**config.mk**
```make
export PLATFORM = sky130hd
export DESIGN_NAME = adcsbc_top
export DESIGN_NICKNAME = d
export VERILOG_FILES = /design/src/core/adcsbc_pkg.sv /design/src/core/adcsbc_top.sv
export SDC_FILE = /design/constraint.sdc
export NUM_CORES = 1
export LEC_CHECK = 0
export BUFFER_PORTS_ARGS = -buffer_cell sky130_fd_sc_hd__buf_4
export CAP_MARGIN = 20
export CORE_ASPECT_RATIO = 1.4
export CORE_MARGIN = 4
export CORE_UTILIZATION = 43
export CTS_CLUSTER_DIAMETER = 120
export CTS_CLUSTER_SIZE = 25
export DETAILED_ROUTE_END_ITERATION = 7
export PLACE_DENSITY = 0.75
export SYNTH_ARGS = -nofsm -noshare
export SYNTH_HDL_FRONTEND = slang
export SYNTH_SLANG_ARGS = --single-unit
```
**constraint.sdc**
```tcl
create_clock -name clk_i -period 1.5 [get_ports clk_i]
set_clock_uncertainty 0.15 [all_clocks]
set_input_delay 0.3 -clock clk_i [delete_from_list [all_inputs] [get_ports clk_i]]
set_output_delay 0.3 -clock clk_i [all_outputs]
set_load 0.02 [all_outputs]
```
**src/core/adcsbc_pkg.sv**
```systemverilog
// adcsbc_pkg: constants for the converter control block
// assumes a 32-bit AXI4-Lite register bus, byte addressed
package adcsbc_pkg;
   localparam logic [7:0]  ADDR_CTRL2     = 8'h00; // converter_control_two
   localparam logic [7:0]  ADDR_IRQ_STAT  = 8'h04; // sticky event status
   localparam logic [7:0]  ADDR_IRQ_MASK  = 8'h08; // event mask
   localparam logic [7:0]  ADDR_STATE     = 8'h0C; // live state readback
   localparam logic [31:0] CTRL2_WR_MASK  = 32'h0000_F43F; // writable bits
   localparam logic [31:0] RESET_ZERO     = 32'h0000_0000;
   localparam int REF_HI = 15;
   localparam int REF_LO = 13;
   localparam int OFFSET_CALIBRATION_ENABLE_BIT = 12;
   localparam int SCAN_BIT = 10;
   localparam int HALF_BIT = 7;
   localparam int SPI_HI = 5;
   localparam int SPI_LO = 2;
   localparam int SPLIT_BIT = 1;
   localparam int ALT_BIT = 0;
   localparam int NUM_EVT = 2;     // 0: group done, 1: half swapped
   localparam int EVT_GROUP = 0;
   localparam int EVT_SWAP = 1;
   localparam logic [1:0] RESP_OKAY = 2'h0;
   localparam logic [1:0] RESP_SLVERR = 2'h2;
   typedef enum logic [1:0] {
      ADCSBC_REF_SUPPLY = 2'h0, // analog_supply / analog_ground
      ADCSBC_REF_EXT_HI = 2'h1,
      ADCSBC_REF_EXT_LO = 2'h2,
      ADCSBC_REF_EXT_BOTH = 2'h3
   } adcsbc_ref_t;
endpackage

```
**src/core/adcsbc_top.sv**
```systemverilog
// adcsbc_top: second converter control register and sequencing control
// assumes the converter core pulses seq_done_i once per finished sequence
// and sample_start_i once per sample, both on clk_i
// and that software reads results only from the half not being filled;
// bus ready outputs are flops, so each channel idles one cycle after reset
//
// Operation
// reference field 000/1xx supply-ground, 001 external high, 010 external low, 011 both
// offset calibration ties both hold inputs to low reference, else selectors steer
// scan bit enables stepping through scan-selected inputs
// interrupt after every (N+1)th sample/convert sequence
// split bit gives two eight-word halves, else one sixteen-word buffer
// fill-status reads 1 while filling upper half, 0 for lower
// software reads only the half not being filled
// alternate bit uses setting A first then B, A, ...; clear means A
// unimplemented bits read zero, all reset zero, fill-status read-only
// fill-status toggles at each interrupt group completion in split mode
//
// Chosen here: the placing of the registers and the AXI4-Lite slave port.
`timescale 1ns/1ns
module adcsbc_top
   import adcsbc_pkg::*;
(
   input  wire logic        clk_i,
   input  wire logic        rst_i,
   input  wire logic [7:0]  s_axi_awaddr,
   input  wire logic        s_axi_awvalid,
   output logic             s_axi_awready,
   input  wire logic [31:0] s_axi_wdata,
   input  wire logic [3:0]  s_axi_wstrb,
   input  wire logic        s_axi_wvalid,
   output logic             s_axi_wready,
   output logic [1:0]       s_axi_bresp,
   output logic             s_axi_bvalid,
   input  wire logic        s_axi_bready,
   input  wire logic [7:0]  s_axi_araddr,
   input  wire logic        s_axi_arvalid,
   output logic             s_axi_arready,
   output logic [31:0]      s_axi_rdata,
   output logic [1:0]       s_axi_rresp,
   output logic             s_axi_rvalid,
   input  wire logic        s_axi_rready,
   input  wire logic        seq_done_i,
   input  wire logic        sample_start_i,
   output logic             ref_high_ext_o,
   output logic             ref_low_ext_o,
   output logic             hold_to_low_ref_o,
   output logic             input_scan_enable_o,
   output logic             result_buffer_split_o,
   output logic [3:0]       result_word_base_o,
   output logic             mux_setting_b_o,
   output logic             seq_irq_o,
   output logic             irq_o
);

   // map reference field code to routing
   function automatic adcsbc_ref_t ref_decode(input logic [2:0] code);
      if (code[2]) begin
         ref_decode = ADCSBC_REF_SUPPLY;
      end else begin
         ref_decode = adcsbc_ref_t'(code[1:0]);
      end
   endfunction

   // byte-enable merge used by the control register
   function automatic logic [31:0] strb_merge(input logic [31:0] old,
                                              input logic [31:0] data,
                                              input logic [3:0]  strb);
      logic [31:0] res;
      res = old;
      for (int i = 0; i < 4; i++) begin
         if (strb[i]) begin
            res[i*8 +: 8] = data[i*8 +: 8];
         end
      end
      strb_merge = res;
   endfunction

   // true for the four register offsets; others answer with an error
   function automatic logic addr_mapped(input logic [7:0] addr);
      addr_mapped = (addr == ADDR_CTRL2) || (addr == ADDR_IRQ_STAT) ||
                    (addr == ADDR_IRQ_MASK) || (addr == ADDR_STATE);
   endfunction

   logic [31:0]        ctrl_ff;
   logic               half_ff;
   logic [3:0]         seq_cnt_ff;
   logic               alt_b_ff;
   logic [NUM_EVT-1:0] stat_ff;
   logic [NUM_EVT-1:0] mask_ff;
   logic               aw_hold_ff;
   logic [7:0]         aw_addr_ff;
   logic               w_hold_ff;
   logic [31:0]        w_data_ff;
   logic [3:0]         w_strb_ff;
   logic               bvalid_ff;
   logic [1:0]         bresp_ff;
   logic               rvalid_ff;
   logic [31:0]        rdata_ff;
   logic [1:0]         rresp_ff;
   logic               seq_irq_ff;
   logic               irq_ff;
   logic [5:0]         out_ff;
   logic [3:0]         base_ff;
   logic               aw_ready_ff;
   logic               w_ready_ff;
   logic               ar_ready_ff;

   logic               wr_fire;
   logic               group_done;
   logic [3:0]         spi_n;
   logic [NUM_EVT-1:0] evt;
   logic [NUM_EVT-1:0] clr;
   adcsbc_ref_t        ref_sel;
   logic               wr_ctrl;
   logic               wr_stat;
   logic               wr_mask;
   logic [31:0]        rd_word;
   logic [1:0]         rd_resp;

   // sequence and event decode
   assign spi_n      = ctrl_ff[SPI_HI:SPI_LO];
   assign wr_fire    = aw_hold_ff && w_hold_ff && !bvalid_ff;
   assign group_done = seq_done_i && (seq_cnt_ff == spi_n);
   assign ref_sel    = ref_decode(ctrl_ff[REF_HI:REF_LO]);
   assign evt[EVT_GROUP] = group_done;
   assign evt[EVT_SWAP]  = group_done && ctrl_ff[SPLIT_BIT];
   // one strobe per writable register, high only in the cycle a write completes
   assign wr_ctrl = wr_fire && (aw_addr_ff == ADDR_CTRL2);
   assign wr_stat = wr_fire && (aw_addr_ff == ADDR_IRQ_STAT) && w_strb_ff[0];
   assign wr_mask = wr_fire && (aw_addr_ff == ADDR_IRQ_MASK) && w_strb_ff[0];
   assign clr     = wr_stat ? w_data_ff[NUM_EVT-1:0] : '0;

   // write address and data are taken independently; ready is a flop,
   // low while the channel holds an item that is not yet answered
   always_ff @(posedge clk_i) begin
      if (rst_i) begin
         aw_hold_ff  <= 1'b0;
         aw_ready_ff <= 1'b0;
         aw_addr_ff  <= 8'h00;
      end else if (s_axi_awvalid && aw_ready_ff) begin
         aw_hold_ff  <= 1'b1;
         aw_ready_ff <= 1'b0;
         aw_addr_ff  <= s_axi_awaddr;
      end else if (wr_fire) begin
         aw_hold_ff  <= 1'b0;
         aw_ready_ff <= 1'b1;
      end else begin
         aw_ready_ff <= !aw_hold_ff;
      end
   end

   // write data channel, same scheme as the address channel
   always_ff @(posedge clk_i) begin
      if (rst_i) begin
         w_hold_ff  <= 1'b0;
         w_ready_ff <= 1'b0;
         w_data_ff  <= RESET_ZERO;
         w_strb_ff  <= 4'h0;
      end else if (s_axi_wvalid && w_ready_ff) begin
         w_hold_ff  <= 1'b1;
         w_ready_ff <= 1'b0;
         w_data_ff  <= s_axi_wdata;
         w_strb_ff  <= s_axi_wstrb;
      end else if (wr_fire) begin
         w_hold_ff  <= 1'b0;
         w_ready_ff <= 1'b1;
      end else begin
         w_ready_ff <= !w_hold_ff;
      end
   end

   // ready outputs come straight from their flops
   assign s_axi_awready = aw_ready_ff;
   assign s_axi_wready  = w_ready_ff;

   // write response, error on unmapped address
   always_ff @(posedge clk_i) begin
      if (rst_i) begin
         bvalid_ff <= 1'b0;
         bresp_ff  <= RESP_OKAY;
      end else if (wr_fire) begin
         bvalid_ff <= 1'b1;
         bresp_ff  <= addr_mapped(aw_addr_ff) ? RESP_OKAY : RESP_SLVERR;
      end else if (s_axi_bready) begin
         bvalid_ff <= 1'b0;
      end
   end

   // control register; only implemented writable bits stored
   always_ff @(posedge clk_i) begin
      if (rst_i) begin
         ctrl_ff <= RESET_ZERO;
      end else if (wr_ctrl) begin
         ctrl_ff <= strb_merge(ctrl_ff, w_data_ff, w_strb_ff) & CTRL2_WR_MASK;
      end
   end

   // mask register
   always_ff @(posedge clk_i) begin
      if (rst_i) begin
         mask_ff <= '0;
      end else if (wr_mask) begin
         mask_ff <= w_data_ff[NUM_EVT-1:0];
      end
   end

   // sticky status, set wins over write-one-to-clear
   generate
      for (genvar g = 0; g < NUM_EVT; g++) begin : g_stat
         always_ff @(posedge clk_i) begin
            if (rst_i) begin
               stat_ff[g] <= 1'b0;
            end else if (evt[g]) begin
               stat_ff[g] <= 1'b1;
            end else if (clr[g]) begin
               stat_ff[g] <= 1'b0;
            end
         end
      end
   endgenerate

   // sequence counter wraps after N+1 sequences
   always_ff @(posedge clk_i) begin
      if (rst_i) begin
         seq_cnt_ff <= 4'h0;
      end else if (group_done) begin
         seq_cnt_ff <= 4'h0;
      end else if (seq_done_i) begin
         seq_cnt_ff <= seq_cnt_ff + 4'h1;
      end
   end

   // fill half: toggles per group in split mode, lower half otherwise
   always_ff @(posedge clk_i) begin
      if (rst_i) begin
         half_ff <= 1'b0;
      end else if (!ctrl_ff[SPLIT_BIT]) begin
         half_ff <= 1'b0;
      end else if (group_done) begin
         half_ff <= !half_ff;
      end
   end

   // mux alternation: A first, then B, A, ...
   always_ff @(posedge clk_i) begin
      if (rst_i) begin
         alt_b_ff <= 1'b0;
      end else if (!ctrl_ff[ALT_BIT]) begin
         alt_b_ff <= 1'b0;
      end else if (sample_start_i) begin
         alt_b_ff <= !alt_b_ff;
      end
   end

   // registered outputs toward the converter core
   always_ff @(posedge clk_i) begin
      if (rst_i) begin
         out_ff  <= 6'h00;
         base_ff <= 4'h0;
      end else begin
         out_ff[0] <= (ref_sel == ADCSBC_REF_EXT_HI) || (ref_sel == ADCSBC_REF_EXT_BOTH);
         out_ff[1] <= (ref_sel == ADCSBC_REF_EXT_LO) || (ref_sel == ADCSBC_REF_EXT_BOTH);
         out_ff[2] <= ctrl_ff[OFFSET_CALIBRATION_ENABLE_BIT];
         out_ff[3] <= ctrl_ff[SCAN_BIT];
         out_ff[4] <= ctrl_ff[SPLIT_BIT];
         out_ff[5] <= alt_b_ff;
         base_ff   <= {half_ff, 3'h0};
      end
   end

   // converter-side outputs straight from their flops
   assign ref_high_ext_o        = out_ff[0];
   assign ref_low_ext_o         = out_ff[1];
   assign hold_to_low_ref_o     = out_ff[2];
   assign input_scan_enable_o   = out_ff[3];
   assign result_buffer_split_o = out_ff[4];
   assign mux_setting_b_o       = out_ff[5];
   assign result_word_base_o    = base_ff;

   // interrupt outputs
   always_ff @(posedge clk_i) begin
      if (rst_i) begin
         seq_irq_ff <= 1'b0;
         irq_ff     <= 1'b0;
      end else begin
         seq_irq_ff <= group_done;
         irq_ff     <= |(stat_ff & mask_ff);
      end
   end

   // interrupt outputs straight from their flops
   assign seq_irq_o = seq_irq_ff;
   assign irq_o     = irq_ff;

   // read data for the offered address; unmapped offsets return zero
   always_comb begin
      rd_word = RESET_ZERO;
      case (s_axi_araddr)
         ADDR_CTRL2: begin
            rd_word = ctrl_ff | ({31'h0, half_ff} << HALF_BIT);
         end
         ADDR_IRQ_STAT: begin
            rd_word = {{(32-NUM_EVT){1'b0}}, stat_ff};
         end
         ADDR_IRQ_MASK: begin
            rd_word = {{(32-NUM_EVT){1'b0}}, mask_ff};
         end
         ADDR_STATE: begin
            rd_word = {26'h0, alt_b_ff, half_ff, seq_cnt_ff};
         end
         default: begin
            rd_word = RESET_ZERO;
         end
      endcase
   end

   assign rd_resp = addr_mapped(s_axi_araddr) ? RESP_OKAY : RESP_SLVERR;

   // read channel, one read at a time; arready stays low while rvalid stands
   always_ff @(posedge clk_i) begin
      if (rst_i) begin
         rvalid_ff   <= 1'b0;
         ar_ready_ff <= 1'b0;
         rdata_ff    <= RESET_ZERO;
         rresp_ff    <= RESP_OKAY;
      end else if (s_axi_arvalid && ar_ready_ff) begin
         rvalid_ff   <= 1'b1;
         ar_ready_ff <= 1'b0;
         rdata_ff    <= rd_word;
         rresp_ff    <= rd_resp;
      end else begin
         if (s_axi_rready) begin
            rvalid_ff <= 1'b0;
         end
         ar_ready_ff <= !rvalid_ff || s_axi_rready;
      end
   end

   // bus answer outputs straight from their flops
   assign s_axi_arready = ar_ready_ff;
   assign s_axi_rvalid  = rvalid_ff;
   assign s_axi_rdata   = rdata_ff;
   assign s_axi_rresp   = rresp_ff;
   assign s_axi_bvalid  = bvalid_ff;
   assign s_axi_bresp   = bresp_ff;

endmodule

```
[After elaboration in Yosys (flattened, before gate mapping)]
Cells that the tools add are included.
Storage, ports and cells
  output and inout bits: 53
  logic and storage cells: 103
  flip-flop bits (word level): 102
Operators by class
  equal/unequal tests: 10
  $add $sub $neg: 1
  reduce and logical (&&, ||, !) cells: 44
  bitwise operators: 4
  muxes and demuxes: 18
Operators by type and width (number)
  $pmux W16 S4: 1
  $eq A8 B4 Y1 const B: 4
  $eq A8 B3 Y1 const B: 2
  $logic_not A8 Y1: 2
  $or A16 B8 Y16: 1
  $reduce_or A2 Y1: 7
  $mux W1: 13
  $logic_and A1 B1 Y1: 12
  $reduce_bool A2 Y1: 6
  $logic_or A1 B1 Y1: 9
  $mux W2: 4
  $logic_not A1 Y1: 6
  $add A4 B1 Y4 const B: 1
  $eq A2 B2 Y1 const B: 2
  $eq A4 B4 Y1: 1
  $reduce_and A2 Y1: 2
  $and A2 B2 Y2: 1
  $eq A2 B1 Y1 const B: 1
  $not A1 Y1: 2

[Logic depth before layout (Yosys ltp)]
Gate-level depths: netlist of run 1.
  depth in word-level cells: 7
  depth in mapped cells: 5
  mapped depth without buffers: 4

[Worst setup path after synthesis of run 1]
OpenSTA, ideal clock, no wires.
  path kind: register -> register
  start point: register aw_addr_ff[4]
  end point: register stat_ff[1]
  data required time: 1.233 ns
  setup slack: -0.109 ns
  setup time: 0.117 ns
  cell stages (with the launch flop): 5
  clock period less this slack: 1.609 ns
  data arrival time: 1.341 ns
  cell sequence: dfxtp_1 > nor4_4 > nand2_1 > or3_1 > a32o_1
Between the ends
  longest elaborated chain between the ends: 5
RTL lines
  start: declaration: RTL line adcsbc_top.sv:92  | logic [7:0] aw_addr_ff;
  start signal: assignment: RTL line adcsbc_top.sv:144  | aw_addr_ff <= s_axi_awaddr;
  $eq A8 B3 Y1: RTL line adcsbc_top.sv:130  | assign wr_stat = wr_fire && (aw_addr_ff == ADDR_IRQ_STAT) && w_strb_ff[0];
  $logic_and A1 B1 Y1 (2 in series): RTL line adcsbc_top.sv:130
  $mux W2: RTL line adcsbc_top.sv:132  | assign clr = wr_stat ? w_data_ff[NUM_EVT-1:0] : '0;
  $reduce_bool A2 Y1 (no source line)
  end signal: indexed assignment: RTL line adcsbc_top.sv:213  | stat_ff[g] <= 1'b0;
  end signal: indexed assignment: RTL line adcsbc_top.sv:215  | stat_ff[g] <= 1'b1;
  end signal: indexed assignment: RTL line adcsbc_top.sv:217  | stat_ff[g] <= 1'b0;
  end: declaration: RTL line adcsbc_top.sv:89  | logic [NUM_EVT-1:0] stat_ff;
Every way passes these cells.
A chain may end at the register's enable or synchronous reset.

[Worst setup path after layout of run 1]
Ends and elaborated chain as after synthesis.

==> results of run 1 <==
[timing repair]
item	in CTS	in global routing
endpoints found under the setup margin	13	23
gates cloned	0	0
hold endpoints to repair	0	0
resized for setup	3	2
pin swaps	4	2
setup buffers	1	1
[logic make-up (layout without fill, tap and decap cells)]
family | after synthesis | count (layout)
XOR/XNOR | 8 | 8
multiplexers | 16 | 16
buffers and inverters | 42 | 103
flip-flops | 72 | 72
other | 1 | 25
AND/OR/NAND/NOR | 131 | 131
AO/OA/AOI/OAI | 47 | 47
adder cells (fa/ha/maj) | 1 | 1
[flip-flops by register name (all words and copies together), names as in the netlist, 2 cells and up]
register,flops
stat_ff,2
w_data_ff,11
ctrl_ff,11
s_axi_rdata,12
aw_addr_ff,8
mask_ff,2
out_ff,6
seq_cnt_ff,4
w_strb_ff,2
[per-layer routing]
metal	vias to the layer above	part of all wire (%)	GRT usage, %
li1	1194	-	-
met1	1081	38	16.2
met2	77	52	27.5
met3	17	6.6	4.53
met4	0	3.2	8.78
met5	-	0	0
[power breakdown]
part / leakage [µW] / internal (µW) / switching (µW)
Combinational: 0.000988 / 185 / 236
Clock: 0.000123 / 1090 / 693
Sequential: 0.000586 / 1960 / 36.4
[area by class of cell]
class | count | area (µm²) | share of cell area [%]
Clock buffer | 9 | 124 | 3.32
Clock inverter | 7 | 110 | 2.95
Multi-Input combinational cell | 228 | 1310 | 35.0
Sequential cell | 72 | 1450 | 38.7
Tap cell | 74 | 92.6 | 2.48
Inverter | 2 | 7.51 | 0.201
Timing Repair Buffer | 85 | 646 | 17.3
[cell usage in the layout (no fill, tap or decap), drive strengths merged, types with 3 or more instances in the layout]
cell / synthesis / layout
nor2: 26 / 26
a22o: 4 / 4
clkbuf: 11 / 9
nor3b: 4 / 4
nand4: 4 / 4
nand2: 47 / 47
nand3: 16 / 16
conb: 1 / 25
clkinv: 0 / 4
buf: 29 / 85
mux2i: 14 / 14
a21oi: 31 / 31
and3: 5 / 5
xor2: 6 / 6
dfxtp: 72 / 72
a22oi: 7 / 7
nor3: 6 / 6
bufinv: 0 / 3
and2: 5 / 5
nor2b: 6 / 6
[path summary, 6_finish.rpt]
path                                       from  cells past startpoint             end  slack, ns
worst min-delay path            s_axi_wdata[12]                      3   w_data_ff[12]       0.05
worst min register to register   s_axi_rdata[3]                      2  s_axi_rdata[3]       0.31
worst max-delay path              aw_addr_ff[4]                      4      stat_ff[1]       -0.1
worst max register to register    aw_addr_ff[4]                      4      stat_ff[1]       -0.1
[critical path: stages, from the launching register on]
cell	delay [ns]
dfxtp_2	0.34
nor4_4	0.30
nand2_1	0.12
or3_1	0.33
a32o_1	0.26
[per-stage QoR]
step	instance area [µm²]	TNS (ns)	util [%]	instances	worst slack, ns
global route	3730	-1.42	56.8	477	-0.170
finish	3730	-0.348	56.8	477	-0.0953
global placement	3470	-2.98	52.8	459	-0.277
CTS	3720	-0.678	56.6	476	-0.105
floorplan	3000	-0.490	-	342	-0.0597
detailed placement	3470	-3.70	52.8	459	-0.301
==> impl_table.tex, run 1 <==
\begin{tabular}{lr}
\hline
Metric & Value \\
\hline
\multicolumn{2}{l}{\textbf{Detailed routing}} \\
\quad Vias per cell & 4.97 \\
\quad Routed length per instance & 13.1 µm \\
\quad Aggregate routed wire length & 6250 µm \\
\quad DR DRC count & 0 \\
\quad Count of antenna-violating nets left after detailed routing & 0 \\
\quad 1st-pass router iterations & 4 \\
\quad Total vias in the final route & 2369 \\
\quad Drt initial violations & 96 \\
\multicolumn{2}{l}{\textbf{Clock network}} \\
\quad CTS sink count & 72 \\
\quad Count of hold buffers inserted by post-cts repair & 0 \\
\quad Clock-pin slew on the worst setup and hold paths & 0.07 ns \\
\quad H-tree levels & 3 \\
\quad Insertion delay of the later-clocked pin in the worst-skew pair & 0.35 ns \\
\quad TritonCTS buffer count & 9 \\
\quad Maximum clock path buffer count & 2 \\
\quad CTS tree & yes \\
\quad Root buffer selected by CTS & clkbuf\_8 \\
\multicolumn{2}{l}{\textbf{Final layout}} \\
\quad Share of cells above drive strength 1 & 28.3\% \\
\quad Antenna diode count & 0 \\
\quad Layout area overhead & 28.5\% \\
\quad Net count, final & 460 \\
\quad Number of fill cells in the layout & 608 \\
\multicolumn{2}{l}{\textbf{Logic synthesis}} \\
\quad Arithmetic-cell share of the synthesized area counting full adders, half adders and majority gates & 0.431\% \\
\quad Most common library cells after synthesis & dfxtp\_1, nand2\_1, a21oi\_1, nor2\_1, buf\_4 \\
\quad Sequential-to-total area share from yosys stat & 49.6\% \\
\quad Mux contribution to synthesized area & 6.38\% \\
\quad Synth top area share & 49.6\% \\
\quad Number of unique standard cell types used by synthesis & 36 \\
\quad Count leader, synth & dfxtp\_1 \\
\quad Post-synthesis share of cell area spent on xor and xnor gates & 2.41\% \\
\quad Count of warnings emitted by yosys & 0 \\
\quad Simple-gate portion of the synthesized area & 22.7\% \\
\quad Post-synthesis register bit count & 72 \\
\quad Compound-Gate Fraction of Synth Area & 9.61\% \\
\quad Post-Syn Instances & 318 \\
\quad Flip-flop cell with the highest count after synthesis & dfxtp\_1 \\
\quad Cell types occupying the most area after synthesis & dfxtp\_1, buf\_4, nand2\_1 \\
\quad Average cell area after synthesis & 9.13 µm² \\
\quad Post-synthesis async set-or-reset flop share & 0\% \\
\quad Synth Cell Area & 2900 µm² \\
\quad Combinational family with the most area after synthesis & simple AND/OR/NAND/NOR gates \\
\quad Biggest area consumer among synthesized cells & dfxtp\_1 \\
\quad Number of enable flip-flop cells after synthesis & 0 \\
\multicolumn{2}{l}{\textbf{GRT}} \\
\quad Initial antenna violation count & 0 \\
\quad Largest net degree at the start of global routing & 32 \\
\quad Number of global-route vias before repair & 2294 \\
\quad All-Layer GR Usage & 15.6\% \\
\quad Total global routing overflow & 0 \\
\quad First-pass GRT wire length & 10100 µm \\
\multicolumn{2}{l}{\textbf{Pwr}} \\
\quad Maximum ir drop on the vdd rail & 628 µV \\
\quad P per Cell Area & 1130 nW/µm² \\
\quad Total power after layout & 4210 µW \\
\quad Total leakage power & 0.00170 µW \\
\multicolumn{2}{l}{\textbf{Timing}} \\
\quad Setup violation total in the final timing report & 12 \\
\quad Post-route setup slack & -0.0953 ns \\
\quad Unrepaired setup endpoints after global routing & yes \\
\quad Final count of pins violating max slew & 0 \\
\quad Post-route fraction of the period consumed by the critical path & 106\% \\
\quad Final Hold Vio Count & 0 \\
\quad Highest clock rate & 627 MHz \\
\quad Clock period minus final worst setup slack & 1.60 ns \\
\quad Worst Hold Slack & 0.0518 ns \\
\multicolumn{2}{l}{\textbf{Die}} \\
\quad Num ports & 114 \\
\quad \# rows & 35 \\
\quad Die area & 8150 µm² \\
\quad Starting Density & 44.2\% \\
\quad Core Area & 6570 µm² \\
\quad Die Y-Extent & 105 µm \\
\quad Die boundary width & 77.5 µm \\
\multicolumn{2}{l}{\textbf{Setup path}} \\
\quad Maximum fanout along the worst path & 3 \\
\quad Required time of the worst setup path & 1.59 ns \\
\quad Startpoint kind of the worst setup timing path & flop \\
\quad Start-to-end type of the worst setup path & flop to flop \\
\quad Arrival time at the worst endpoint & 1.69 ns \\
\quad Endpoint type of the worst setup path & flop \\
\multicolumn{2}{l}{\textbf{Min path}} \\
\quad Kind of path behind the tightest hold check & input pin to flop \\
\multicolumn{2}{l}{\textbf{Placed design}} \\
\quad Count of port buffers added during placement & 65 \\
\quad Final weighted congestion of routability-driven global placement & 0.844 \\
\quad Final HPWL from detailed placement & 4760 µm \\
\multicolumn{2}{l}{\textbf{Run status}} \\
\quad Outcome & complete, but fails checks \\
\quad Failing checks & setup timing \\
\multicolumn{2}{l}{\textbf{Job}} \\
\quad Max-capacitance violation count & 0 \\
\hline
\end{tabular}
Note: power is estimated with default switching activity, not from simulation.
==> inputs of run 2 (changes only) <==
Settings changed: CORE_UTILIZATION 43 to 45, CTS_BUF_LIST from default to sky130_fd_sc_hd__clkbuf_4, PLACE_DENSITY 0.75 to 0.78.
Clock period 1.5 ns to 1.35 ns, I/O delays scaled along.
==> run 2 against run 1 <==
- the run still ends with setup timing left
- routed wire length grew 9.6%
- power shrank 7.2%
- utilization grew 8.1 points
- clock power shrank 38%
- maximum frequency shrank 3.6%
- combinational power grew 34%
- sequential share of layout area shrank 2.5 points
- die area shrank 4.0%
- setup slack lost 0.21 ns
- hold slack lost 0.025 ns
- sequential power grew 11%
==> impl_table.tex, run 2 (same netlist as run 1, synthesis figures left out) <==
\begin{tabular}{lr}
\hline
Metric & Value \\
\hline
\multicolumn{2}{l}{\textbf{Clock network}} \\
\quad TritonCTS buffer count & 9 (unchanged) \\
\quad Root buffer selected by CTS & clkbuf\_4 \\
\quad Insertion delay of the later-clocked pin in the worst-skew pair & 0.41 ns (+0.06 ns) \\
\quad CTS sink count & 72 (unchanged) \\
\quad H-tree levels & 3 (unchanged) \\
\quad CTS tree & yes \\
\quad Maximum clock path buffer count & 2 (unchanged) \\
\quad Clock-pin slew on the worst setup and hold paths & 0.11 ns (+0.04 ns) \\
\multicolumn{2}{l}{\textbf{Job}} \\
\quad Max-capacitance violation count & 0 (unchanged) \\
\multicolumn{2}{l}{\textbf{Setup path}} \\
\quad Crit path cell chain & nor4\_4, nand2\_1, or3\_1, a32o\_1 \\
\quad Reg2Reg Capture Point & stat\_ff[1] \\
\quad Reg-to-reg startpoint & aw\_addr\_ff[0] \\
\quad Delay of the slowest cell on the worst path & 0.36 ns (+0.02 ns) \\
\quad Arrival time at the worst endpoint & 1.82 ns (+0.13 ns) \\
\quad CP delay by family, top & simple AND/OR/NAND/NOR gates \\
\quad Register-to-Register Setup Slack & -0.31 ns (-0.21 ns) \\
\quad Start-to-end type of the worst setup path & flop to flop \\
\quad Required time of the worst setup path & 1.52 ns (-0.07 ns) \\
\quad Maximum fanout along the worst path & 3 (unchanged) \\
\quad Endpoint type of the worst setup path & flop \\
\quad Crit path buffers/inverters & 0 (unchanged) \\
\quad Cell at the slowest stage of the critical path & nor4\_4 \\
\quad Worst Reg-to-Reg Cells & 4 (unchanged) \\
\quad Startpoint kind of the worst setup timing path & flop \\
\multicolumn{2}{l}{\textbf{Timing}} \\
\quad Setup\_tns & -3.23 ns (-2.88 ns) \\
\quad Final count of pins violating max slew & 0 (unchanged) \\
\quad Worst Hold Slack & 0.0265 ns (-0.0252 ns) \\
\quad Clock period minus final worst setup slack & 1.66 ns (+0.0600 ns) \\
\quad Post-route fraction of the period consumed by the critical path & 123\% (+16 points) \\
\quad Setup violation total in the final timing report & 20 (+8) \\
\quad Post-route setup slack & -0.305 ns (-0.210 ns) \\
\quad Final Hold Vio Count & 0 (unchanged) \\
\quad Unrepaired setup endpoints after global routing & yes \\
\quad Highest clock rate & 604 MHz (-3.6\%) \\
\multicolumn{2}{l}{\textbf{Min path}} \\
\quad Count of cells along the worst hold path & 3 (unchanged) \\
\quad Hold endpoint & s\_axi\_rvalid \\
\quad Kind of path behind the tightest hold check & input pin to flop \\
\quad Hold wc startpoint & s\_axi\_rready \\
\multicolumn{2}{l}{\textbf{GRT}} \\
\quad First-pass GRT wire length & 10500 µm (+4.3\%) \\
\quad All-Layer GR Usage & 17.8\% (+2.2 points) \\
\quad Number of global-route vias before repair & 2435 (+6.1\%) \\
\quad Total global routing overflow & 0 (unchanged) \\
\quad Largest net degree at the start of global routing & 31 (-3.1\%) \\
\quad Initial antenna violation count & 0 (unchanged) \\
\multicolumn{2}{l}{\textbf{Detailed routing}} \\
\quad Drt initial violations & 97 (+1.0\%) \\
\quad Aggregate routed wire length & 6860 µm (+9.6\%) \\
\quad 1st-pass router iterations & 4 (unchanged) \\
\quad DR DRC count & 0 (unchanged) \\
\quad Vias per cell & 4.90 (-1.4\%) \\
\quad Count of antenna-violating nets left after detailed routing & 0 (unchanged) \\
\quad Total vias in the final route & 2497 (+5.4\%) \\
\quad Routed length per instance & 13.4 µm (+2.5\%) \\
\multicolumn{2}{l}{\textbf{Placed design}} \\
\quad Final HPWL from detailed placement & 4880 µm (+2.6\%) \\
\quad Count of port buffers added during placement & 65 (unchanged) \\
\quad Final weighted congestion of routability-driven global placement & 0.808 (-4.2\%) \\
\multicolumn{2}{l}{\textbf{Pwr}} \\
\quad Switching pwr & 1040 µW (+7.6\%) \\
\quad Switching share of power & 26.6\% (+3.7 points) \\
\quad Cell-internal power & 2860 µW (-12\%) \\
\quad Share of total power in combinational logic & 14.5\% (+4.5 points) \\
\quad Maximum ir drop on the vdd rail & 502 µV (-20\%) \\
\quad P per Cell Area & 962 nW/µm² (-15\%) \\
\quad Sequential power share & 57.0\% (+9.4 points) \\
\quad Total power after layout & 3900 µW (-7.2\%) \\
\quad Clk network pwr share & 28.5\% (-14 points) \\
\quad Total leakage power & 0.00183 µW (+7.7\%) \\
\multicolumn{2}{l}{\textbf{Run status}} \\
\quad Failing checks & setup timing \\
\quad Outcome & complete, but fails checks \\
\multicolumn{2}{l}{\textbf{Final layout}} \\
\quad Antenna diode count & 0 (unchanged) \\
\quad Most common library cell in the layout ignoring fill and taps & buf\_4 \\
\quad Layout area overhead & 39.7\% \\
\quad Final Core Density & 64.9\% (+8.1 points) \\
\quad Commonest non-fill, non-tap cells in the layout & buf\_4, dfxtp\_1, nand2\_1 \\
\quad Net count, final & 495 (+7.6\%) \\
\quad Share of cells above drive strength 1 & 33.6\% (+5.3 points) \\
\quad Number of flip-flops in the largest register & 12 (unchanged) \\
\multicolumn{2}{l}{\textbf{Die}} \\
\quad Die area & 7820 µm² (-4.0\%) \\
\quad Die boundary width & 75.9 µm (-2.0\%) \\
\quad Die Y-Extent & 103 µm (-2.1\%) \\
\quad Starting Density & 46.4\% (+2.2 points) \\
\quad \# rows & 34 (-2.9\%) \\
\quad Core Area & 6250 µm² (-4.8\%) \\
\quad Num ports & 114 (unchanged) \\
\hline
\end{tabular}
-- run 2: repair_timing --
action                                  4_1_cts  5_1_grt
resized for setup                            17       31
gates cloned                                  0        0
pin swaps                                     7        7
endpoints found under the setup margin       31       47
endpoints found under the hold margin        24        0
hold buffers                                 24        0
setup buffers                                 2        3
-- run 2: worst max-delay path by stage --
stage | start | endpoint | cells after the start
finish | aw_addr_ff[0] | stat_ff[1] | 4
floorplan | s_axi_araddr[7] | s_axi_rdata[10] | 4
global route | aw_addr_ff[0] | stat_ff[1] | 4
detailed placement | s_axi_araddr[7] | s_axi_rdata[7] | 5
CTS | aw_addr_ff[4] | stat_ff[1] | 4
global placement | s_axi_araddr[7] | s_axi_rdata[13] | 5
-- run 2: power groups by stage --
stage | clock (µW) | combinational, µW | sequential (µW)
5_1_grt | 1220 | 617 | 2230
2_1_floorplan | 0 | 297 | 2280
4_1_cts | 1130 | 528 | 2220
3_5_place_dp | 0 | 462 | 2270
6_report | 1110 | 566 | 2220
3_3_place_gp | 0 | 454 | 2270
-- run 2: metal layers --
| metal | track usage, % | part of all wire, % | up-vias |
|---|---|---|---|
| met2 | 31.9 | 55 | 70 |
| met1 | 18.4 | 37 | 1140 |
| li1 | - | - | 1270 |
| met3 | 4.59 | 5.2 | 17 |
| met4 | 9.02 | 2.8 | 0 |
| met5 | 0 | 0 | - |
-- run 2: stage by stage --
step	instance area (µm²)	cells	setup slack, ns
after floorplan	3000	342	-0.180
after global placement	3540	465	-0.380
after detailed placement	3540	465	-0.419
after CTS	3940	507	-0.300
after global routing	4060	510	-0.344
final	4060	510	-0.305
-- run 2: final cells by class --
cell class                      instances  area [µm²]
Timing Repair Buffer                  120        1050
Multi-Input combinational cell        228        1330
Clock inverter                          5        23.8
Fill cell                             530        2200
Tap cell                               72        90.1
Sequential cell                        72        1470
Inverter                                2        7.51
Clock buffer                           11        82.6
-- run 2: worst min-delay path: stages --
cell and delay, ns:
buf_4 0.08, nand2b_1 0.13, a21oi_1 0.07
==> inputs of run 3 (changes only) <==
Settings changed: CORE_MARGIN 4 to 2, PLACE_DENSITY 0.78 to default, PLACE_DENSITY_LB_ADDON from default to 0.12.
==> run 3 against run 2 <==
- critical path type unchanged
- critical endpoint unchanged
- the run still ends with setup timing left
- utilization increased by 4.1 points
- hold slack better by 0.015 ns
- setup slack improved by 0.077 ns
- sequential share of layout area decreased by 1.7 points
==> impl_table.tex, run 3 (same netlist as run 1, synthesis figures left out) <==
\begin{tabular}{lr}
\hline
Metric & Value \\
\hline
\multicolumn{2}{l}{\textbf{Timing}} \\
\quad Clock period minus final worst setup slack & 1.58 ns (-0.0774 ns) \\
\quad Highest clock rate & 634 MHz (+4.9\%) \\
\quad Worst Hold Slack & 0.0411 ns (+0.0145 ns) \\
\quad Post-route fraction of the period consumed by the critical path & 117\% (-5.7 points) \\
\quad Setup violation total in the final timing report & 22 (+10\%) \\
\quad Final count of pins violating max slew & 0 (unchanged) \\
\quad Final Hold Vio Count & 0 (unchanged) \\
\quad Unrepaired setup endpoints after global routing & yes \\
\quad Post-route setup slack & -0.228 ns (+0.0774 ns) \\
\multicolumn{2}{l}{\textbf{Die}} \\
\quad Die boundary width & 71.9 µm (-5.3\%) \\
\quad Core Area & 6210 µm² (-0.68\%) \\
\quad Starting Density & 46.8\% (+0.32 points) \\
\quad Num ports & 114 (unchanged) \\
\quad Die Y-Extent & 99.1 µm (-3.9\%) \\
\quad \# rows & 34 (unchanged) \\
\quad Die area & 7120 µm² (-8.9\%) \\
\multicolumn{2}{l}{\textbf{Setup path}} \\
\quad Crit path cell chain & nor4\_4, nand2\_1, or3\_1, a32o\_1 \\
\quad Reg2Reg Capture Point & stat\_ff[1] \\
\quad Start-to-end type of the worst setup path & flop to flop \\
\quad Register-to-Register Setup Slack & -0.23 ns (+0.08 ns) \\
\quad Required time of the worst setup path & 1.52 ns (about the same) \\
\quad Worst Reg-to-Reg Cells & 4 (unchanged) \\
\quad Maximum fanout along the worst path & 3 (unchanged) \\
\quad Endpoint type of the worst setup path & flop \\
\quad Startpoint kind of the worst setup timing path & flop \\
\quad Critical Path End & stat\_ff[1] \\
\quad Cell at the slowest stage of the critical path & dfxtp\_2 \\
\quad Reg-to-reg startpoint & aw\_addr\_ff[0] \\
\quad CP Launch Point & aw\_addr\_ff[0] \\
\quad Arrival time at the worst endpoint & 1.75 ns (-0.07 ns) \\
\quad Delay of the slowest cell on the worst path & 0.35 ns (about the same) \\
\multicolumn{2}{l}{\textbf{Final layout}} \\
\quad Number of flip-flops in the largest register & 12 (unchanged) \\
\quad Antenna diode count & 0 (unchanged) \\
\quad Commonest non-fill, non-tap cells in the layout & buf\_4, dfxtp\_1, nand2\_1 \\
\quad Most common library cell in the layout ignoring fill and taps & buf\_4 \\
\quad Layout area overhead & 47.4\% \\
\quad Number of fill cells in the layout & 500 (-5.7\%) \\
\quad Net count, final & 507 (+2.4\%) \\
\quad Non-Filler Instances & 522 (+2.4\%) \\
\quad Final Core Density & 68.9\% (+4.1 points) \\
\quad Share of cells above drive strength 1 & 37.6\% (+4.0 points) \\
\multicolumn{2}{l}{\textbf{GRT}} \\
\quad Number of global-route vias before repair & 2423 (-0.49\%) \\
\quad Largest net degree at the start of global routing & 44 (+42\%) \\
\quad Total global routing overflow & 0 (unchanged) \\
\quad All-Layer GR Usage & 20.1\% (+2.4 points) \\
\quad Initial antenna violation count & 0 (unchanged) \\
\quad First-pass GRT wire length & 11000 µm (+4.7\%) \\
\multicolumn{2}{l}{\textbf{Detailed routing}} \\
\quad Count of antenna-violating nets left after detailed routing & 0 (unchanged) \\
\quad Drt initial violations & 71 (-27\%) \\
\quad Vias per cell & 4.90 (about the same) \\
\quad Aggregate routed wire length & 6830 µm (-0.44\%) \\
\quad DR DRC count & 0 (unchanged) \\
\quad 1st-pass router iterations & 4 (unchanged) \\
\quad Total vias in the final route & 2556 (+2.4\%) \\
\quad Routed length per instance & 13.1 µm (-2.7\%) \\
\multicolumn{2}{l}{\textbf{Placed design}} \\
\quad Final HPWL from detailed placement & 4650 µm (-4.7\%) \\
\quad Count of port buffers added during placement & 65 (unchanged) \\
\quad Final weighted congestion of routability-driven global placement & 0.795 (-1.7\%) \\
\quad Total instance count after detailed placement & 467 (+0.43\%) \\
\quad Setup Slack @ Placement & -0.414 ns (+0.00406 ns) \\
\multicolumn{2}{l}{\textbf{Run status}} \\
\quad Failing checks & setup timing \\
\quad Outcome & complete, but fails checks \\
\multicolumn{2}{l}{\textbf{Job}} \\
\quad Max-capacitance violation count & 0 (unchanged) \\
\multicolumn{2}{l}{\textbf{Clock network}} \\
\quad H-tree levels & 3 (unchanged) \\
\quad CTS sink count & 72 (unchanged) \\
\quad Root buffer selected by CTS & clkbuf\_4 \\
\quad Clock-pin slew on the worst setup and hold paths & 0.12 ns (about the same) \\
\quad TritonCTS buffer count & 9 (unchanged) \\
\quad Insertion delay of the later-clocked pin in the worst-skew pair & 0.41 ns (about the same) \\
\quad Maximum clock path buffer count & 2 (unchanged) \\
\quad CTS tree & yes \\
\multicolumn{2}{l}{\textbf{Pwr}} \\
\quad P per Cell Area & 977 nW/µm² (+1.6\%) \\
\quad Maximum ir drop on the vdd rail & 648 µV (+29\%) \\
\quad Total power after layout & 4180 µW (+7.2\%) \\
\quad Total leakage power & 0.00192 µW (+5.0\%) \\
\multicolumn{2}{l}{\textbf{Min path}} \\
\quad Kind of path behind the tightest hold check & input pin to flop \\
\hline
\end{tabular}
-- run 3: changes by cell type in the layout (fill, tap and decap cells not counted), sizes merged --
cell	previous run	this run
buf	96	106
clkbuf	11	9
clkinvlp	0	2
clkinv	5	4
bufinv	0	1
dlygate4sd3	24	26
-- run 3: layout make-up --
cell class              count  area, µm²  share of cell area, %
clock inverters             7       72.6                   1.69
flip-flops and latches     72       1470                   34.4
multi-input cells         228       1370                   32.0
clock buffers               9       67.6                   1.58
inverters                   2       7.51                  0.175
well taps                  72       90.1                   2.10
repair buffers            132       1200                   28.0
-- run 3: routing by layer --
metal / wire length (µm) / GRT usage [%] / up-vias
met5: 0 / 0 / -
met1: 2720 / 22.3 / 1179
met3: 269 / 4.50 / 15
met2: 3600 / 34.7 / 73
met4: 233 / 11.8 / 0
li1: - / - / 1289
-- run 3: metrics by stage --
stage               setup TNS [ns]  instance area (µm²)
global route                 -5.14                 4280
floorplan                    -3.53                 3000
global placement             -6.48                 3580
CTS                          -2.70                 4150
finish                       -2.74                 4280
detailed placement           -6.97                 3580
-- run 3: report_power, final --
group	switching, µW	total [µW]	internal, µW	leakage, µW
registers	40.1	2230	2190	0.000596
logic	299	599	300	0.00125
clock network	796	1360	563	0.0000719
total	1140	4180	3050	0.00192
-- run 3: how the worst min path moves through the flow --
stage                              start       endpoint  cells after the start
after floorplan           s_axi_wstrb[1]   w_strb_ff[1]                      2
after detailed placement   w_data_ff[13]  w_data_ff[13]                      2
final                         seq_done_i  seq_cnt_ff[1]                      3
after global routing      sample_start_i       alt_b_ff                      3
after global placement      w_data_ff[4]   w_data_ff[4]                      2
after CTS                 sample_start_i       alt_b_ff                      3
-- run 3: timing repair --
action,in CTS,in global routing
endpoints found under the setup margin,45,53
hold endpoints to repair,25,0
gates resized for setup,35,33
buffers inserted,11,4
gates cloned,0,0
pin swaps,8,11
hold buffers,26,0
-- run 3: critical path: cells and delay by family (launching register included) --
| family | cells | cell delay [ns] |
|---|---|---|
| flops | 1 | 0.35 |
| simple gates | 3 | 0.76 |
| compound gates | 1 | 0.23 |
